## config.mk

```make
export PLATFORM = sky130hd
export DESIGN_NAME = qbt_transceiver
export DESIGN_NICKNAME = d
export VERILOG_FILES = /design/src/verilog/qbt_pkg.sv /design/src/verilog/qbt_sync.sv /design/src/verilog/qbt_transceiver.sv
export SDC_FILE = /design/constraint.sdc
export NUM_CORES = 1
export LEC_CHECK = 0
export BUFFER_PORTS_ARGS = -buffer_cell sky130_fd_sc_hd__buf_2
export CORE_MARGIN = 5
export CORE_UTILIZATION = 30
export DETAILED_ROUTE_END_ITERATION = 16
export PLACE_DENSITY = 0.48
export SETUP_SLACK_MARGIN = 0.4
export SLEW_MARGIN = 20
export SYNTH_ARGS = -nofsm -noshare
export SYNTH_HDL_FRONTEND = slang
export SYNTH_HIERARCHICAL = 1
export SYNTH_SLANG_ARGS = --single-unit
export TNS_END_PERCENT = 20
```

## constraint.sdc

```tcl
create_clock -name sys_clk -period 1.48 [get_ports sys_clk]
set_clock_uncertainty 0.15 [all_clocks]
set_input_delay 0 -clock sys_clk [delete_from_list [all_inputs] [get_ports sys_clk]]
set_output_delay 0 -clock sys_clk [all_outputs]
set_load 0.05 [all_outputs]
```

## src/verilog/qbt_pkg.sv

```systemverilog
// Constants and carrier types for the quad bus transceiver with parity
// Operation
// - Four edge-triggered transmit flops hold the word, each fed by its own two-way multiplexer.
// - One shared field select picks the first word when low and the second word when high.
// - The transmit register captures the selected word only on a rising edge of its clock.
// - While the driver register clock stays low or high the transmit register holds its value.
// - A driven lane carries the inverse of its stored bit, so a stored one pulls the line low.
// - With the bus drive enable high all drivers release; with it low they drive the register.
// - Every shared line is a wired-OR node that any agent may only pull low or release.
// - The receive path inverts the line, so transmitted data comes back non-inverted.
// - While the receive latch enable is low the receiver outputs follow the inverted lines.
// - When the receive latch enable goes high the latches close and hold their values.
// - One odd-parity output covers four bits, generating or checking by the drive enable.
// - With the drive enable low the parity covers the selected word at the register inputs.
// - With the drive enable high the parity covers the four receive latch outputs.
package qbt_pkg;

  // ----------------------------------------------------------------
  // Sizes and reset values
  // ----------------------------------------------------------------
  localparam int LANES = 4;
  localparam logic [LANES-1:0] WORD_ZERO = 4'h0;
  localparam logic BIT_ZERO = 1'h0;
  localparam logic BIT_ONE = 1'h1;
  // An open-collector driver only ever pulls low
  localparam logic [LANES-1:0] LINE_PULL_LEVEL = 4'h0;
  localparam int SYNC_STAGES = 2;

  // ----------------------------------------------------------------
  // Carrier types
  // ----------------------------------------------------------------
  typedef struct packed {
    logic fieldSelect;
    logic [LANES-1:0] firstWord;
    logic [LANES-1:0] secondWord;
  } qbt_tx_word_type;

  typedef struct packed {
    logic driverRegisterClock;
    logic busDriveEnable_n;
    logic receiveLatchEnable_n;
  } qbt_ctrl_type;

  localparam int TX_WORD_W = $bits(qbt_tx_word_type);
  localparam int CTRL_W = $bits(qbt_ctrl_type);

endpackage

```

## src/verilog/qbt_sync.sv

```systemverilog
// Two-flop synchroniser for a group of pin levels
`timescale 1ns/1ps
module qbt_sync #(
  parameter int WIDTH = 1
) (
  // Clock and reset
  input wire logic sysClk,
  input wire logic rst_n,
  // Levels
  input wire logic [WIDTH-1:0] asyncIn,
  output logic [WIDTH-1:0] syncOut
);

  logic [WIDTH-1:0] stage1_reg;

  // First stage is read only by the second
  always_ff @(posedge sysClk)
  begin
    if (!rst_n)
    begin
      stage1_reg <= '0;
      syncOut <= '0;
    end
    else
    begin
      stage1_reg <= asyncIn;
      syncOut <= stage1_reg;
    end
  end

endmodule

```

## src/verilog/qbt_transceiver.sv

```systemverilog
// Quad open-collector bus transceiver with odd parity
`timescale 1ns/1ps
module qbt_transceiver (
  // Clock and reset
  input wire logic sys_clk,
  input wire logic rst_n,
  // Control pins
  input wire logic driver_register_clock,
  input wire logic bus_drive_enable_n,
  input wire logic receive_latch_enable_n,
  // Local data pins
  input wire logic field_select,
  input wire logic [qbt_pkg::LANES-1:0] first_word_in,
  input wire logic [qbt_pkg::LANES-1:0] second_word_in,
  // Shared open-collector lines
  input wire logic [qbt_pkg::LANES-1:0] shared_line_n_in,
  output logic [qbt_pkg::LANES-1:0] shared_line_n_out,
  output logic [qbt_pkg::LANES-1:0] shared_line_n_oe,
  // Receiver and parity
  output logic [qbt_pkg::LANES-1:0] receiver_out,
  output logic odd_parity_out
);

  // ----------------------------------------------------------------
  // Pin synchronisers
  // ----------------------------------------------------------------
  qbt_pkg::qbt_ctrl_type ctrlPins;
  qbt_pkg::qbt_ctrl_type ctrlSync;
  qbt_pkg::qbt_tx_word_type txPins;
  qbt_pkg::qbt_tx_word_type txSync;
  logic [qbt_pkg::LANES-1:0] lineSync;

  assign ctrlPins.driverRegisterClock = driver_register_clock;
  assign ctrlPins.busDriveEnable_n = bus_drive_enable_n;
  assign ctrlPins.receiveLatchEnable_n = receive_latch_enable_n;
  assign txPins.fieldSelect = field_select;
  assign txPins.firstWord = first_word_in;
  assign txPins.secondWord = second_word_in;

  // Data and select pass the same depth as the clock, so setup holds
  qbt_sync #(.WIDTH(qbt_pkg::CTRL_W)) ctrlSyncInst (
    .sysClk(sys_clk),
    .rst_n(rst_n),
    .asyncIn(ctrlPins),
    .syncOut(ctrlSync)
  );

  qbt_sync #(.WIDTH(qbt_pkg::TX_WORD_W)) txSyncInst (
    .sysClk(sys_clk),
    .rst_n(rst_n),
    .asyncIn(txPins),
    .syncOut(txSync)
  );

  qbt_sync #(.WIDTH(qbt_pkg::LANES)) lineSyncInst (
    .sysClk(sys_clk),
    .rst_n(rst_n),
    .asyncIn(shared_line_n_in),
    .syncOut(lineSync)
  );

  // ----------------------------------------------------------------
  // Functions
  // ----------------------------------------------------------------
  function automatic logic [qbt_pkg::LANES-1:0] selectWord(
    input qbt_pkg::qbt_tx_word_type w
  );
    selectWord = w.fieldSelect ? w.secondWord : w.firstWord;
  endfunction

  // High on an even count of ones
  function automatic logic oddParity(input logic [qbt_pkg::LANES-1:0] d);
    oddParity = ~(^d);
  endfunction

  // ----------------------------------------------------------------
  // Transmit register
  // ----------------------------------------------------------------
  logic clkPrev_reg;
  logic [qbt_pkg::LANES-1:0] txWordSel;
  logic captureEdge;
  logic [qbt_pkg::LANES-1:0] txData_reg;
  logic [qbt_pkg::LANES-1:0] txData_next;

  assign txWordSel = selectWord(txSync);
  // Edge seen in the same cycle as the synchronised rise
  assign captureEdge = ctrlSync.driverRegisterClock & ~clkPrev_reg;
  assign txData_next = captureEdge ? txWordSel : txData_reg;

  always_ff @(posedge sys_clk)
  begin
    if (!rst_n)
      clkPrev_reg <= qbt_pkg::BIT_ONE;
    else
      clkPrev_reg <= ctrlSync.driverRegisterClock;
  end

  // No reset: contents are whatever the first capture leaves
  always_ff @(posedge sys_clk)
  begin
    txData_reg <= txData_next;
  end

  // ----------------------------------------------------------------
  // Open-collector drivers
  // ----------------------------------------------------------------
  logic [qbt_pkg::LANES-1:0] lineOe_next;
  logic [qbt_pkg::LANES-1:0] lineOe_reg;
  logic [qbt_pkg::LANES-1:0] lineOut_reg;

  genvar lane;
  generate
    for (lane = 0; lane < qbt_pkg::LANES; lane++)
    begin : gDrv
      // A stored one pulls low; a zero leaves the line released
      assign lineOe_next[lane] =
        ~ctrlSync.busDriveEnable_n & txData_reg[lane];
    end
  endgenerate

  always_ff @(posedge sys_clk)
  begin
    if (!rst_n)
    begin
      lineOe_reg <= qbt_pkg::WORD_ZERO;
      lineOut_reg <= qbt_pkg::LINE_PULL_LEVEL;
    end
    else
    begin
      lineOe_reg <= lineOe_next;
      lineOut_reg <= qbt_pkg::LINE_PULL_LEVEL;
    end
  end

  assign shared_line_n_oe = lineOe_reg;
  assign shared_line_n_out = lineOut_reg;

  // ----------------------------------------------------------------
  // Receive latches
  // ----------------------------------------------------------------
  logic [qbt_pkg::LANES-1:0] rxData_reg;
  logic [qbt_pkg::LANES-1:0] rxData_next;
  logic latchOpen;

  assign latchOpen = ~ctrlSync.receiveLatchEnable_n;
  assign rxData_next = latchOpen ? ~lineSync : rxData_reg;

  // Reset only so the output pins show a known value
  always_ff @(posedge sys_clk)
  begin
    if (!rst_n)
      rxData_reg <= qbt_pkg::WORD_ZERO;
    else
      rxData_reg <= rxData_next;
  end

  assign receiver_out = rxData_reg;

  // ----------------------------------------------------------------
  // Parity generate / check
  // ----------------------------------------------------------------
  logic [qbt_pkg::LANES-1:0] paritySource;
  logic parity_reg;
  logic parity_next;

  // Check mode uses the latch outputs as they stand on the pins
  assign paritySource = ctrlSync.busDriveEnable_n ?
    rxData_reg : txWordSel;
  assign parity_next = oddParity(paritySource);

  always_ff @(posedge sys_clk)
  begin
    if (!rst_n)
      parity_reg <= qbt_pkg::BIT_ZERO;
    else
      parity_reg <= parity_next;
  end

  assign odd_parity_out = parity_reg;

endmodule
```

==> results of run 1 <==
layer usage:
| metal | wire [um] | global-route usage [%] |
|---|---|---|
| met1 | 947 | 8.28 |
| met2 | 921 | 11.4 |
| met3 | 164 | 3.70 |
| met4 | 48 | 4.56 |
| met5 | 0 | 0 |
worst max-delay path: stages, from the launching register on:
cell and delay, ns:
dfxtp_1 0.33, xor2_1 0.17, mux2i_2 0.17, xnor2_1 0.14, o2bb2ai_1 0.13
power by group through the flow:
stage	combinational (mW)	clock [mW]	sequential (mW)
after floorplan	0.121	0	1.43
after CTS	0.273	0.905	1.34
after global routing	0.294	0.954	1.35
final	0.269	0.877	1.34
after global placement	0.232	0	1.37
after detailed placement	0.237	0	1.37
final cells by class:
type                    count  area, sq um  share of cell area, %
clock buffers               6         93.8                   4.70
clock inverters             2         17.5                  0.878
multi-input cells          71          510                   25.6
flip-flops and latches     46          985                   49.3
well taps                  67         83.8                   4.20
repair buffers             44          305                   15.3
cell usage in the layout, fill, tap and decap left out, types with 2 or more instances in the layout:
cell	instances
inv_6	2
dfxtp_4	5
dlygate4sd3_1	16
buf_2	26
xnor2_1	3
nand2_1	5
edfxtp_1	4
mux2_4	4
buf_4	2
dfxtp_1	33
conb_1	4
and2_2	14
and2_1	26
xor2_1	5
dfxtp_2	4
clkbuf_8	5
o21ai_0	4
timing repair:
action,4_1_cts,5_1_grt
setup endpoints to repair,9,13
hold endpoints to repair,27,14
buffers inserted,1,0
gates resized for setup,4,4
pin swaps,2,2
per-stage QoR:
step / total power [mW] / instance area (sq um) / util (%)
after floorplan: 1.56 / 1530 / -
after global placement: 1.60 / 1700 / 35.7
after detailed placement: 1.61 / 1700 / 35.7
after CTS: 2.52 / 1990 / 41.8
after global routing: 2.60 / 2000 / 42.0
final: 2.49 / 2000 / 42.0
cell families after synthesis:
kind of cell,synth area share [%]
multiplexers,4.38
other,0.252
buffers and inverters,3.54
flip-flops,64.6
AND/OR/NAND/NOR,20.5
AO/OA/AOI/OAI,1.94
XOR/XNOR,4.71
path summary, 6_finish.rpt:
check,from,end,slack [ns]
setup / recovery,txSyncInst/syncOut[7]$_SDFF_PN0_,odd_parity_out$_SDFF_PN0_,0.32
hold / removal,rst_n,clkPrev_reg$_SDFF_PN1_,-0.13
setup reg to reg,txSyncInst/syncOut[7]$_SDFF_PN0_,odd_parity_out$_SDFF_PN0_,0.32
hold reg to reg,ctrlSyncInst/stage1_reg[1]$_SDFF_PN0_,ctrlSyncInst/syncOut[1]$_SDFF_PN0_,0.28
==> results.sh, run 1 <==
export IMPL_hold_depth=2
export IMPL_arrival_ns=1.24
export IMPL_cts_hold_buffers=16
export IMPL_min_path_type="input port to flop"
export IMPL_max_freq_ghz=0.861
export IMPL_coreArea_sq_um=4750
export IMPL_hold_viol=17
export IMPL_dp_slack_ns=0.283
export IMPL_yosysUniqueCellTypes=16
export IMPL_clk_pin_slew_ns=0.09
export IMPL_synth_area_top_cells="dfxtp_1, and2_1, edfxtp_1, and2_2, mux2_2"
export IMPL_dr_first_iter_drc_count=29
export IMPL_tritoncts="done"
export IMPL_crit_type="flop to flop"
export IMPL_grt_max_degree=22
export IMPL_rsz0062_at_grt="true"
export IMPL_dieArea_sq_um=6460
export IMPL_violations="hold timing"
export IMPL_area_growth_syn_to_layout_pct=34.3
export IMPL_p_comb_share_pct=10.8
export IMPL_start_util_pct=31.3
export IMPL_ir_drop_mv=0.468
export IMPL_synth_top_area_share_pct=56.6
export IMPL_critPathMaxFanout=2
export IMPL_ant_nets=0
export IMPL_clock_power_share_pct=35.2
export IMPL_switching_share_pct=24.3
export IMPL_wl_um=2080
export IMPL_post_drt_via_cell_ratio=3.69
export IMPL_leakagePower_nw=0.850
export IMPL_antenna_found_initial=0
export IMPL_clock_root_buffer="clkbuf_8"
export IMPL_synth_area_sq_um=1490
export IMPL_drc=0
export IMPL_vias=871
export IMPL_fp_dieH_um=80.4
export IMPL_htreeDepth=2
export IMPL_end_kind="flop"
export IMPL_syn_area_per_cell_sq_um=12.4
export IMPL_yosysTopAreaCell="dfxtp_1"
export IMPL_synth_common_cells="dfxtp_1, and2_1, and2_2"
export IMPL_required_ns=1.56
export IMPL_gr_usage_all_layers_pct=7.48
export IMPL_worstSetupStartpointType="flop"
export IMPL_post_route_cells_drive_above_1_share_pct=38.5
export IMPL_powerDensity_nw_per_um2=1250
export IMPL_gr_total_overflow=0
export IMPL_yosysSeqAreaShare_pct=64.6
export IMPL_clockBufferDepth=2
export IMPL_drv_cap=0
export IMPL_synth_top_flop_cell="dfxtp_1"
export IMPL_first_global_vias=847
export IMPL_num_rows=25
export IMPL_finalMaxSlewViolations=0
export IMPL_finalSetupTns_ns=0
export IMPL_synth_most_common_cell="dfxtp_1"
export IMPL_io_buffers=26
export IMPL_setup_viol=0
export IMPL_gp_congestion=0.730
export IMPL_fp_dieW_um=80.4
export IMPL_p_seq_share_pct=54.0
export IMPL_setup_slack_ns=0.319
export IMPL_p_sw_mw=0.604
export IMPL_cts_sinks=46
export IMPL_status="complete, but fails checks"
export IMPL_ys_warn_count=6
export IMPL_fin_crit_sh_pct=78.5
export IMPL_boundaryPins=31
export IMPL_ys_ff_latch=46
export IMPL_n_antenna_cell=0
export IMPL_cts_buffers=5
export IMPL_final_cells=236
export IMPL_internal_power_mw=1.89
export IMPL_fillers=481
export IMPL_fin_nets=186
export IMPL_grt_pass1_wl_um=3610
export IMPL_async_flop_share_pct=0
export IMPL_drt_pass1_iter_count=2
export IMPL_holdWs_ns=-0.133
export IMPL_wl_per_cell_um=8.83
export IMPL_synth_edf_count=4
export IMPL_clock_latency_ns=0.29
export IMPL_placed_cells=211
export IMPL_fin_crit_ns=1.16
export IMPL_rr_worst_depth=4
export IMPL_syn_inst=120
Power figures use the tool's default switching activity.
==> run 2: changes to the inputs <==
Clock period 1.48 ns to 1.1 ns, I/O delays scaled along.
==> run 2 against run 1 <==
Against the previous run:
- the run ends with hold timing, setup timing left
- highest routed layer unchanged
- critical path type unchanged
- die area is the same
- first-iteration DRC count grew 66%
- core utilization shrank 0.053 points
- clock power grew 39%
- combinational power grew 43%
- largest cell class unchanged
- largest power group unchanged
- worst hold slack lost 0.11 ns
- fmax grew 3.3%
==> results.sh, run 2 (synthesis results as in run 1) <==
export IMPL_clock_root_buffer="clkbuf_8"
export IMPL_boundaryPins=31
export IMPL_fin_crit_sh_pct=102
export IMPL_finalMaxSlewViolations=0
export IMPL_final_cells=222
export IMPL_fp_dieH_um=80.4
export IMPL_fin_nets=172
export IMPL_finalSetupTns_ns=-0.0338
export IMPL_setup_viol=4
export IMPL_post_drt_via_cell_ratio=3.71
export IMPL_dp_hpwl_um=1530
export IMPL_num_rows=25
export IMPL_post_route_cells_drive_above_1_share_pct=56.1
export IMPL_dieArea_sq_um=6460
export IMPL_crit_type="flop to flop"
export IMPL_ant_nets=0
export IMPL_area_growth_syn_to_layout_pct=34.1
export IMPL_reg2reg_from="txSyncInst/syncOut[3]$_SDFF_PN0_"
export IMPL_vias=823
export IMPL_powerDensity_nw_per_um2=1720
export IMPL_io_buffers=26
export IMPL_hold_viol=21
export IMPL_fin_crit_ns=1.12
export IMPL_end_kind="flop"
export IMPL_drv_cap=0
export IMPL_status="complete, but fails checks"
export IMPL_critPathMaxFanout=2
export IMPL_gr_total_overflow=0
export IMPL_holdWs_ns=-0.245
export IMPL_cts_sinks=46
export IMPL_ff_latch_area_sq_um=1000
export IMPL_n_antenna_cell=0
export IMPL_grt_max_degree=24
export IMPL_clk_pin_slew_ns=0.08
export IMPL_tritoncts="done"
export IMPL_coreArea_sq_um=4750
export IMPL_drc=0
export IMPL_fillers=466
export IMPL_min_path_type="input port to flop"
export IMPL_required_ns=1.18
export IMPL_grt_pass1_wl_um=3510
export IMPL_antenna_found_initial=0
export IMPL_leakagePower_nw=0.846
export IMPL_wl_um=2100
export IMPL_gp_congestion=0.694
export IMPL_wl_per_cell_um=9.46
export IMPL_arrival_ns=1.20
export IMPL_mostFrequentLayoutCells="and2_1, dfxtp_1, buf_2"
export IMPL_htreeDepth=2
export IMPL_fin_util_pct=41.9
export IMPL_drt_pass1_iter_count=2
export IMPL_gr_usage_all_layers_pct=7.39
export IMPL_start_util_pct=31.3
export IMPL_multiInputGateArea_sq_um=546
export IMPL_worstSetupStartpointType="flop"
export IMPL_ir_drop_mv=0.750
export IMPL_placed_cells=213
export IMPL_max_freq_ghz=0.890
export IMPL_clock_latency_ns=0.29
export IMPL_setup_slack_ns=-0.0237
export IMPL_cts_buffers=5
export IMPL_violations="hold timing, setup timing"
export IMPL_rsz0062_at_grt="true"
export IMPL_startpoint="txSyncInst/syncOut[3]$_SDFF_PN0_"
export IMPL_hp_start="shared_line_n_in[3]"
export IMPL_power_mw=3.44
export IMPL_final_common_cell="and2_1"
export IMPL_first_global_vias=816
export IMPL_fp_dieW_um=80.4
export IMPL_clockBufferDepth=2
export IMPL_dr_first_iter_drc_count=48
## run 2: routing by layer
metal	wire length, um	GRT usage, %	share of wire, %	vias to the layer above
met5	0	0	0	-
met4	72	5.57	3.4	0
met3	134	3.25	6.4	6
met2	1000	12.0	48	23
met1	891	7.40	42	360
li1	-	-	-	434
## run 2: stage by stage
| stage | area, sq um | setup WS (ns) |
|---|---|---|
| floorplan | 1530 | -0.0153 |
| global placement | 1710 | -0.0343 |
| detailed placement | 1710 | -0.0560 |
| CTS | 1940 | -0.0414 |
| global route | 1990 | -0.119 |
| finish | 1990 | -0.0237 |
## run 2: power by group
| group | leakage [nW] | total, mW | internal, mW | switching (mW) |
|---|---|---|---|---|
| sequential | 0.388 | 1.83 | 1.78 | 0.0515 |
| combinational | 0.399 | 0.385 | 0.191 | 0.194 |
| clock | 0.0590 | 1.22 | 0.679 | 0.546 |
| total | 0.846 | 3.44 | 2.64 | 0.792 |
## run 2: worst max-delay path: stages, from the launching register on
cell and delay (ns):
dfxtp_2 0.33, xor2_1 0.15, mux2i_1 0.17, xnor2_1 0.14, o2bb2ai_1 0.12
## run 2: final timing paths
path,depth (start not counted),endpoint,slack (ns)
setup reg to reg,4,odd_parity_out$_SDFF_PN0_,-0.02
setup / recovery,4,odd_parity_out$_SDFF_PN0_,-0.02
hold / removal,2,lineSyncInst/stage1_reg[3]$_SDFF_PN0_,-0.24
hold reg to reg,1,lineSyncInst/syncOut[2]$_SDFF_PN0_,0.28
## run 2: layout make-up
cell class / instances / share of cell area [%]
clock buffers: 5 / 3.45
clock inverters: 3 / 2.13
multi-input cells: 71 / 27.4
flip-flops and latches: 46 / 50.3
well taps: 67 / 4.21
repair buffers: 30 / 12.6
## run 2: timing repair
action,in CTS,in global routing
gates resized for setup,46,18
setup endpoints to repair,30,37
pin swaps,12,11
setup buffers,0,1
hold endpoints to repair,22,22
